$ cat src/rtl/pil_pkg.sv
// constants shared by the programming input latch
package pil_pkg;
  localparam int unsigned MAG_W          = 14;
  localparam int unsigned LEVEL_W        = 16;
  localparam int unsigned CLK_MHZ        = 50;
  localparam int unsigned SETTLE_TIME_US = 50;
  localparam int unsigned SETTLE_CYC     = SETTLE_TIME_US * CLK_MHZ;
  localparam int unsigned CNT_W          = 12;
  localparam int unsigned SPAN_HI_SHIFT  = 2;
  localparam int unsigned TRIM_MUL       = 125;
  localparam int unsigned TRIM_SHIFT     = 7;
  localparam logic [MAG_W-1:0] MAG_RST   = 14'h0000;
  localparam logic [LEVEL_W-1:0] LVL_RST = 16'h0000;

  typedef enum logic [1:0] {
    PIL_READY  = 2'b00,
    PIL_SETTLE = 2'b01
  } pil_state_t;
endpackage : pil_pkg

$ cat src/rtl/pil_latch.sv
// programming input latch of a programmable dc source
// ---------------------------------------------------------------
// ---------------------------------------------------------------
`timescale 1ns/10ps
`default_nettype none
module pil_latch (
  input  wire logic                  i_ref_clk,
  input  wire logic                  i_rst,
  input  wire logic [pil_pkg::MAG_W-1:0] i_mag_n,
  input  wire logic                  i_span_n,
  input  wire logic                  i_sign_n,
  input  wire logic                  i_standby_n,
  input  wire logic                  i_strobe_n,
  input  wire logic                  i_trim_weight,
  output logic [pil_pkg::LEVEL_W-1:0] o_level_mv,
  output logic                       o_negative,
  output logic                       o_span_high,
  output logic                       o_standby,
  output logic                       o_code_invalid,
  output logic                       o_not_ready_n
);
  import pil_pkg::*;

  // ---------------------------------------------------------------
  // state
  // ---------------------------------------------------------------
  typedef struct packed {
    logic               strobe_n_d;
    logic [MAG_W-1:0]   code;
    logic               neg;
    logic               span;
    logic               stby;
    logic [LEVEL_W-1:0] level;
    logic               invalid;
    pil_state_t         fsm;
    // read only by the checks below; synthesis trims it
    logic [CNT_W-1:0]   chk_wait;
  } pil_lat_t;

  pil_lat_t st_r;
  pil_lat_t st_nxt;
  logic     load;
  logic     settle_done;

  // falling edge of the strobe pin, i.e. its asserted edge
  assign load = st_r.strobe_n_d & ~i_strobe_n;

  function automatic logic [MAG_W-1:0] mag_of(
    input logic [MAG_W-1:0] code,
    input logic             neg
  );
    mag_of = neg ? MAG_W'(~code + MAG_W'(1)) : code;
  endfunction

  // ---------------------------------------------------------------
  // next state
  // ---------------------------------------------------------------
  logic [MAG_W-1:0]   mag;
  logic [MAG_W+7:0]   trim_prod;
  logic [LEVEL_W-1:0] base;

  always_comb begin
    st_nxt            = st_r;
    st_nxt.strobe_n_d = i_strobe_n;
    if (load) begin
      st_nxt.code = ~i_mag_n;
      st_nxt.neg  = ~i_sign_n;
      st_nxt.span = ~i_span_n;
      st_nxt.stby = ~i_standby_n;
    end
    mag       = mag_of(st_r.code, st_r.neg);
    trim_prod = (MAG_W+8)'(mag) * (MAG_W+8)'(TRIM_MUL);
    // trim loses a fraction of a count; accepted, it is a strap option
    base      = i_trim_weight ?
                LEVEL_W'(trim_prod >> TRIM_SHIFT) : LEVEL_W'(mag);
    // a negative zero code has no valid magnitude
    st_nxt.invalid = st_r.neg && (st_r.code == '0);
    if (st_r.stby || st_nxt.invalid) begin
      st_nxt.level = '0;
    end else if (st_r.span) begin
      st_nxt.level = LEVEL_W'(base << SPAN_HI_SHIFT);
    end else begin
      st_nxt.level = base;
    end
    // settling cycles since the latest load, held once ready, saturating; feeds the settle checks
    if (load) begin
      st_nxt.chk_wait = '0;
    end else if (st_r.fsm == PIL_SETTLE && st_r.chk_wait != '1) begin
      st_nxt.chk_wait = st_r.chk_wait + CNT_W'(1);
    end
    case (st_r.fsm)
      PIL_READY: begin
        if (load) begin
          st_nxt.fsm = PIL_SETTLE;
        end
      end
      PIL_SETTLE: begin
        if (settle_done && !load) begin
          st_nxt.fsm = PIL_READY;
        end
      end
      default: st_nxt.fsm = PIL_READY;
    endcase
  end

  always_ff @(posedge i_ref_clk or posedge i_rst) begin
    if (i_rst) begin
      st_r            <= '0;
      st_r.strobe_n_d <= 1'b1;
      st_r.code       <= MAG_RST;
      st_r.level      <= LVL_RST;
      st_r.fsm        <= PIL_READY;
    end else begin
      st_r <= st_nxt;
    end
  end

  pil_settle_timer u_settle (
    .i_ref_clk (i_ref_clk),
    .i_rst     (i_rst),
    .i_start   (load),
    .o_done    (settle_done)
  );

  // ---------------------------------------------------------------
  // outputs
  // ---------------------------------------------------------------
  assign o_level_mv     = st_r.level;
  assign o_negative     = st_r.neg;
  assign o_span_high    = st_r.span;
  assign o_standby      = st_r.stby;
  assign o_code_invalid = st_r.invalid;
  // pin is negative logic: low means not ready
  assign o_not_ready_n  = ~(st_r.fsm == PIL_SETTLE);
endmodule // pil_latch
`default_nettype wire

$ cat src/rtl/pil_settle_timer.sv
// one-shot settling timer, counts a fixed number of clock cycles
`timescale 1ns/10ps
`default_nettype none
module pil_settle_timer (
  input  wire logic i_ref_clk,
  input  wire logic i_rst,
  input  wire logic i_start,
  output logic      o_done
);
  import pil_pkg::*;

  typedef struct packed {
    logic             run;
    logic [CNT_W-1:0] cnt;
    logic             done;
  } pil_tmr_t;

  pil_tmr_t tmr_r;
  pil_tmr_t tmr_nxt;

  always_comb begin
    tmr_nxt      = tmr_r;
    tmr_nxt.done = 1'b0;
    if (i_start) begin
      // a fresh load restarts the wait
      tmr_nxt.run = 1'b1;
      tmr_nxt.cnt = CNT_W'(SETTLE_CYC - 1);
    end else if (tmr_r.run) begin
      if (tmr_r.cnt == '0) begin
        tmr_nxt.run  = 1'b0;
        tmr_nxt.done = 1'b1;
      end else begin
        tmr_nxt.cnt = tmr_r.cnt - CNT_W'(1);
      end
    end
  end

  always_ff @(posedge i_ref_clk or posedge i_rst) begin
    if (i_rst) begin
      tmr_r <= '0;
    end else begin
      tmr_r <= tmr_nxt;
    end
  end

  assign o_done = tmr_r.done;
endmodule // pil_settle_timer
`default_nettype wire

$ cat config.mk
export PLATFORM = sky130hd
export DESIGN_NAME = pil_latch
export DESIGN_NICKNAME = d
export VERILOG_FILES = /design/src/rtl/pil_pkg.sv /design/src/rtl/pil_latch.sv /design/src/rtl/pil_settle_timer.sv
export SDC_FILE = /design/constraint.sdc
export NUM_CORES = 1
export LEC_CHECK = 0
export ABC_CLOCK_PERIOD_IN_PS = 13000
export BUFFER_PORTS_ARGS = -buffer_cell sky130_fd_sc_hd__buf_2
export CAP_MARGIN = 20
export CELL_PAD_IN_SITES_DETAIL_PLACEMENT = 0
export CELL_PAD_IN_SITES_GLOBAL_PLACEMENT = 1
export CORE_ASPECT_RATIO = 0.9
export CORE_MARGIN = 1
export CORE_UTILIZATION = 50
export DETAILED_ROUTE_END_ITERATION = 7
export HOLD_SLACK_MARGIN = 0.12
export MAX_ROUTING_LAYER = met4
export PLACE_DENSITY = 0.9
export SYNTH_ARGS = -nofsm -noshare
export SYNTH_HDL_FRONTEND = slang
export SYNTH_SLANG_ARGS = --single-unit
$ cat constraint.sdc
create_clock -name i_ref_clk -period 13 [get_ports i_ref_clk]
set_input_delay 1.3 -clock i_ref_clk [delete_from_list [all_inputs] [get_ports i_ref_clk]]
set_output_delay 1.3 -clock i_ref_clk [all_outputs]
set_load 0.01 [all_outputs]
* Word level (Yosys, flattened, before mapping) *
Cells that the tools add are included.

cells by class
  add/sub/neg operators = 2
  $mul = 1
  equality and inequality tests = 4
  muxes and demuxes = 13
  bitwise logic cells = 8
  reductions and logical operators = 10

operators with widths
  operator                                            number
  2-to-1 mux 14 bit                                   3
  2-to-1 mux 16 bit                                   2
  inverter 14 bit                                     2
  multiplier 14 x 7 -> 21 bit, second input constant  1
  adder 14 x 1 -> 14 bit, second input constant       1
  logical NOT 14 bit                                  1
  2-to-1 mux 13 bit                                   1
  logical NOT 12 bit                                  1
  2-to-1 mux 12 bit                                   1
  subtractor 12 x 1 -> 12 bit, second input constant  1
  inverter 1 bit                                      5
  2-to-1 mux 2 bit                                    2
  != test 2 bit, second input constant                2
  case mux 2 bit (2 select lines)                     1
  AND reduction 2 bit                                 2
  2-to-1 mux 1 bit                                    3
  == test 2 x 1 -> 1 bit, second input constant       1
  logical AND 1 bit                                   2
  logical NOT 2 bit                                   1
  != test 2 x 1 -> 1 bit, second input constant       1
  nonzero test 2 bit                                  1
  bitwise AND 1 bit                                   1
  logical NOT 1 bit                                   1
  logical OR 1 bit                                    1

storage, ports and cells
  flip-flop bits (word level) = 51
  input bits = 21
  logic and storage cells = 49

* Longest topological paths before layout *
  depth after elaboration = 7
  depth in mapped cells = 22

* Cells and area by module *
A second synthesis with hierarchy kept.

second synthesis, totals
  cells, all modules = 525
  area total of the unflattened synthesis = 4808.4 um^2

by module, submodules not included
  module            instances  cells each  area each (um^2)
  pil_latch         1          446         4055.1
  pil_settle_timer  1          79          753.2

* Least setup slack after synthesis *
OpenSTA, ideal clock, no wires.

  path type = register -> register
  from = register st_r[36] in the netlist's numbering
  to = register st_r (netlist bit o_level_mv[9])
  data arrival time = 5625 ps
  required time = 12880 ps
  path slack = 7255 ps
  cell stages (with the launch flop) = 21
  buffers on the path = 0
  path through = dfrtp_1 -> or4_4 -> or4_4 -> o31ai_4 -> xor2_2 -> inv_1 -> ha_1 -> inv_1 -> fa_1 -> fa_1 -> fa_1 -> inv_1 -> ha_1 -> a21o_1 -> a21oi_1 -> o21ai_0 -> a21oi_1 -> o31a_1 -> xnor2_1 -> a211o_1 -> o211a_1

RTL lines
  what                    RTL line          RTL
  start, declared         pil_latch.sv:40   pil_lat_t st_r;
  start signal, assigned  pil_latch.sv:114  st_r <= st_nxt;

==> report_table.html <==
<table>
<tr><th>Metric</th><th>Value</th></tr>
<tr><th colspan="2">Run status</th></tr>
<tr><td>Run status</td><td>finished clean</td></tr>
<tr><th colspan="2">CTS</th></tr>
<tr><td>Post-cts sizing count</td><td>0</td></tr>
<tr><td>Maximum clock insertion buffer count</td><td>2</td></tr>
<tr><td>CTS sink count</td><td>50</td></tr>
<tr><td>Clock transition at the registers of the reported paths</td><td>0.09 ns</td></tr>
<tr><td>Number of setup buffers added after CTS</td><td>0</td></tr>
<tr><td>Number of buffers inserted by hold repair at cts</td><td>0</td></tr>
<tr><td>Cts bufs inserted</td><td>5</td></tr>
<tr><td>CTS Root Cell</td><td>sky130_fd_sc_hd__clkbuf_8</td></tr>
<tr><td>CTS tree</td><td>built</td></tr>
<tr><td>Clock H-tree levels</td><td>2</td></tr>
<tr><td>Clock latency at the later pin of the worst-skew pair</td><td>0.30 ns</td></tr>
<tr><th colspan="2">Critical path</th></tr>
<tr><td>Crit-path leading delay family</td><td>adder cells</td></tr>
<tr><td>Critical path arrival</td><td>6.52 ns</td></tr>
<tr><td>Worst Setup Start Kind</td><td>flip-flop</td></tr>
<tr><td>Data required time at the worst endpoint</td><td>13.20 ns</td></tr>
<tr><td>Slowest-stage cell, CP</td><td>sky130_fd_sc_hd__xor2_1</td></tr>
<tr><td>Largest driver fanout on the critical path</td><td>6</td></tr>
<tr><td>Buffers &amp; Inverters on Critical Path</td><td>3</td></tr>
<tr><td>CP Cell Sequence</td><td>or4_4 -&gt; or3_1 -&gt; o21ai_0 -&gt; xor2_1 -&gt; inv_1 -&gt; ha_1 -&gt; inv_1 -&gt; fa_1 -&gt; fa_1 -&gt; fa_1 -&gt; inv_1 -&gt; ha_1 -&gt; a21o_1 -&gt; a21oi_1 -&gt; o21ai_0 -&gt; a21oi_1 -&gt; o31a_1 -&gt; xnor2_1 -&gt; a211o_1 -&gt; o211a_1</td></tr>
<tr><td>Worst setup EP type</td><td>flip-flop</td></tr>
<tr><td>Stage delay of the slowest cell on the critical path</td><td>0.57 ns</td></tr>
<tr><td>Startpoint-to-endpoint class of the critical path</td><td>flip-flop to flip-flop</td></tr>
<tr><th colspan="2">Yosys</th></tr>
<tr><td>Top-area cell type share of the netlist area</td><td>25.6%</td></tr>
<tr><td>Xor-xnor portion of the synthesized cell area</td><td>7.10%</td></tr>
<tr><td>Post-synth EDFFs</td><td>0</td></tr>
<tr><td>Count of unique library cells instantiated by Yosys</td><td>55</td></tr>
<tr><td>Fraction of registers with async set/reset</td><td>100%</td></tr>
<tr><td>Basic-gate share of the synthesized area counting and, or, nand and nor cells</td><td>12.7%</td></tr>
<tr><td>Adder and majority gate portion of the synthesized area</td><td>28.2%</td></tr>
<tr><td>Cell area after synthesis</td><td>4790 um2</td></tr>
<tr><td>Yosys warning count</td><td>0</td></tr>
<tr><td>Combinational family with the most area after synthesis</td><td>adder cells</td></tr>
<tr><td>Library cell with the largest summed area after synthesis</td><td>sky130_fd_sc_hd__dfrtp_1</td></tr>
<tr><td>Share of synthesized area occupied by flip-flops and latches</td><td>26.1%</td></tr>
<tr><td>Synthesis-stage register bit count</td><td>50</td></tr>
<tr><td>Area fraction in compound gates after synthesis</td><td>15.6%</td></tr>
<tr><td>Synth area leaders</td><td>sky130_fd_sc_hd__dfrtp_1 26%, sky130_fd_sc_hd__fa_1 16%, sky130_fd_sc_hd__ha_1 12%</td></tr>
<tr><td>Multiplexer share of the synthesized area</td><td>0.626%</td></tr>
<tr><td>Post-synthesis cell count</td><td>526</td></tr>
<tr><td>Primary FF master, synth</td><td>sky130_fd_sc_hd__dfrtp_1</td></tr>
<tr><td>Syn Area/Cell</td><td>9.12 um2</td></tr>
<tr><td>Mapped Nets</td><td>631</td></tr>
<tr><th colspan="2">Timing</th></tr>
<tr><td>Unrepaired setup endpoints after global routing</td><td>no</td></tr>
<tr><td>Worst-Margin Slew</td><td>0.961 ns</td></tr>
<tr><td>Setup-failing EPs final</td><td>0</td></tr>
<tr><td>Final clock skew</td><td>0.00762 ns</td></tr>
<tr><td>Final period util</td><td>48.6%</td></tr>
<tr><td>Number of slew-limit violations in the final report</td><td>0</td></tr>
<tr><td>Slew margin rel.</td><td>35.7%</td></tr>
<tr><td>Final critical-path required period</td><td>6.32 ns</td></tr>
<tr><td>Worst Hold Slack</td><td>0.432 ns</td></tr>
<tr><td>Setup TNS Final</td><td>0 ns</td></tr>
<tr><td>Top achievable clock speed</td><td>0.158 GHz</td></tr>
<tr><td>Final Hold Viols</td><td>0</td></tr>
<tr><th colspan="2">Detailed routing</th></tr>
<tr><td>M1 WL</td><td>4920 um</td></tr>
<tr><td>First drt pass iteration count</td><td>5</td></tr>
<tr><td>Wire length on met3</td><td>469 um</td></tr>
<tr><td>DRC</td><td>0</td></tr>
<tr><td>Detailed router's first-iteration violation count</td><td>162</td></tr>
<tr><td>Routed via count</td><td>3,638</td></tr>
<tr><td>DR WL met2</td><td>4490 um</td></tr>
<tr><td>Wire length reported by the detailed router</td><td>9990 um</td></tr>
<tr><td>DRT antenna net count</td><td>0</td></tr>
<tr><td>Vias per inst</td><td>5.43</td></tr>
<tr><td>Routed wire length per instance</td><td>14.9 um</td></tr>
<tr><td>Highest routing layer actually used</td><td>met4</td></tr>
<tr><th colspan="2">Floorplanning</th></tr>
<tr><td>Core Footprint</td><td>9210 um2</td></tr>
<tr><td>Horizontal die dimension</td><td>105 um</td></tr>
<tr><td>Number of ports placed on the die boundary</td><td>42</td></tr>
<tr><td>Height of the chip</td><td>94.9 um</td></tr>
<tr><td>Core Rows</td><td>33</td></tr>
<tr><td>Initial Utilization</td><td>52.1%</td></tr>
<tr><td>Full die area</td><td>9990 um2</td></tr>
<tr><th colspan="2">Cells and area</th></tr>
<tr><td>Number of antenna cells inserted</td><td>0</td></tr>
<tr><td>Layout Cells excl Fill</td><td>670</td></tr>
<tr><td>Area of all placed cells without fillers</td><td>5120 um2</td></tr>
<tr><td>Proportion of layout cells with a drive suffix above 1</td><td>12.8%</td></tr>
<tr><td>Total number of nets in the final design</td><td>652</td></tr>
<tr><td>Area delta synth-&gt;final</td><td>6.86%</td></tr>
<tr><th colspan="2">Min path</th></tr>
<tr><td>Class of the worst hold path</td><td>flip-flop to flip-flop</td></tr>
<tr><th colspan="2">Place</th></tr>
<tr><td>Placed cells</td><td>660</td></tr>
<tr><td>HPWL Detailed</td><td>7960 um</td></tr>
<tr><td>IO Port Bufs</td><td>41</td></tr>
<tr><td>Total cell area at the placement stage</td><td>4990 um2</td></tr>
<tr><td>Routability congestion estimate</td><td>0.835</td></tr>
<tr><th colspan="2">GRT</th></tr>
<tr><td>Remaining Overflow, GRT</td><td>0</td></tr>
<tr><td>Wire length of the first global-routing pass</td><td>16,600 um</td></tr>
<tr><td>Maximum number of pins on one net before global-route repair</td><td>51</td></tr>
<tr><td>Global-route usage over all layers</td><td>21.6%</td></tr>
<tr><td>Number of antenna violations at the first check in global routing</td><td>0</td></tr>
<tr><td>Number of global-route vias before repair</td><td>3,536</td></tr>
<tr><th colspan="2">Flow run</th></tr>
<tr><td>Max capacitance violation total</td><td>0</td></tr>
</table>
cell usage in the layout, fill, tap and decap left out, types with 11 or more instances in the layout:
cell type / instances
sky130_fd_sc_hd__fa_1: 39
sky130_fd_sc_hd__nor3_1: 11
sky130_fd_sc_hd__nand2_1: 43
sky130_fd_sc_hd__o21ai_0: 41
sky130_fd_sc_hd__buf_2: 41
sky130_fd_sc_hd__inv_1: 70
sky130_fd_sc_hd__xnor2_1: 24
sky130_fd_sc_hd__dfrtp_1: 49
sky130_fd_sc_hd__xor2_1: 13
sky130_fd_sc_hd__nor2_1: 32
sky130_fd_sc_hd__a21oi_1: 32
sky130_fd_sc_hd__ha_1: 45
metal layers:
| metal | global-route usage, % | vias to the layer above |
|---|---|---|
| met1 | 30.1 | 1741 |
| met2 | 34.1 | 96 |
| met5 | - | - |
| met4 | 5.16 | 0 |
| li1 | - | 1790 |
| met3 | 2.35 | 11 |
registers in the layout, summed over array words and instances, names as in the netlist:
| name | flops |
|---|---|
| u_settle.tmr_r | 13 |
| o_level_mv | 16 |
| st_r | 16 |
| o_span_high | 1 |
| u_settle.o_done | 1 |
| o_negative | 1 |
| o_standby | 1 |
| o_code_invalid | 1 |
worst reg2reg max path, stage by stage, from the launching register on:
cell	delay, ns
sky130_fd_sc_hd__dfrtp_1	0.44
sky130_fd_sc_hd__or4_4	0.57
sky130_fd_sc_hd__or3_1	0.36
sky130_fd_sc_hd__o21ai_0	0.22
sky130_fd_sc_hd__xor2_1	0.57
sky130_fd_sc_hd__inv_1	0.20
sky130_fd_sc_hd__ha_1	0.33
sky130_fd_sc_hd__inv_1	0.05
sky130_fd_sc_hd__fa_1	0.56
sky130_fd_sc_hd__fa_1	0.44
sky130_fd_sc_hd__fa_1	0.51
sky130_fd_sc_hd__inv_1	0.04
sky130_fd_sc_hd__ha_1	0.34
sky130_fd_sc_hd__a21o_1	0.17
sky130_fd_sc_hd__a21oi_1	0.15
sky130_fd_sc_hd__o21ai_0	0.09
sky130_fd_sc_hd__a21oi_1	0.31
sky130_fd_sc_hd__o31a_1	0.32
sky130_fd_sc_hd__xnor2_1	0.12
sky130_fd_sc_hd__a211o_1	0.30
sky130_fd_sc_hd__o211a_1	0.13
per-stage QoR:
step	utilization, %	setup WS (ns)
final	55.6	6.68
after floorplan	-	7.25
after global routing	55.6	6.28
after detailed placement	54.2	6.70
after global placement	54.2	6.83
after CTS	55.1	6.69
path summary, 6_finish.rpt:
kind                            startpoint             end  slack (ns)  depth (start not counted)
setup / recovery                  st_r[36]   o_level_mv[9]        6.68                         20
hold reg to reg            u_settle.o_done        st_r[12]        0.43                          1
max in group asynchronous            i_rst        st_r[48]       11.59                          3
min in group asynchronous            i_rst  o_level_mv[10]        0.88                          2
hold / removal             u_settle.o_done        st_r[12]        0.43                          1
setup reg to reg                  st_r[36]   o_level_mv[9]        6.68                         20
final cells by class:
| cell class | instances | area [um2] |
|---|---|---|
| Fill cell | 838 | 4080 |
| Multi-Input combinational cell | 370 | 3080 |
| Sequential cell | 50 | 1250 |
| Inverter | 74 | 278 |
| Timing Repair Buffer | 46 | 275 |
| Tap cell | 122 | 153 |
| Clock buffer | 7 | 76.3 |
| Clock inverter | 1 | 7.51 |
synthesized netlist by cell type (2+ instances only):
cell and count:
sky130_fd_sc_hd__inv_1 71, sky130_fd_sc_hd__dfrtp_1 49, sky130_fd_sc_hd__ha_1 45, sky130_fd_sc_hd__nand2_1 43, sky130_fd_sc_hd__o21ai_0 41, sky130_fd_sc_hd__fa_1 39
sky130_fd_sc_hd__a21oi_1 32, sky130_fd_sc_hd__nor2_1 32, sky130_fd_sc_hd__xnor2_1 24, sky130_fd_sc_hd__buf_4 16, sky130_fd_sc_hd__clkbuf_1 13, sky130_fd_sc_hd__xor2_1 13
sky130_fd_sc_hd__nor3_1 11, sky130_fd_sc_hd__nand3_1 7, sky130_fd_sc_hd__or2_2 7, sky130_fd_sc_hd__o31ai_1 6, sky130_fd_sc_hd__or3_1 6, sky130_fd_sc_hd__a211oi_1 5
sky130_fd_sc_hd__a21o_1 4, sky130_fd_sc_hd__and3_1 4, sky130_fd_sc_hd__o211ai_1 4, sky130_fd_sc_hd__clkinv_1 3, sky130_fd_sc_hd__mux2i_1 3, sky130_fd_sc_hd__nand4_1 3
sky130_fd_sc_hd__o211a_1 3, sky130_fd_sc_hd__o21bai_1 3, sky130_fd_sc_hd__or4_1 3, sky130_fd_sc_hd__a31oi_1 2, sky130_fd_sc_hd__buf_2 2, sky130_fd_sc_hd__nand2b_1 2
sky130_fd_sc_hd__nor2b_1 2, sky130_fd_sc_hd__nor4_1 2, sky130_fd_sc_hd__o31a_1 2, sky130_fd_sc_hd__o41ai_1 2, sky130_fd_sc_hd__or4_4 2
kinds of logic after synthesis:
family          Yosys count
simple gates            127
compound gates          117
buf+inv                 106
fa+ha+maj                85
flops                    50
xor+xnor                 38
mux                       3
Power is left out: the tool's default activity adds up to more than one toggle a clock period on the data nets, which glitch-free logic cannot reach.
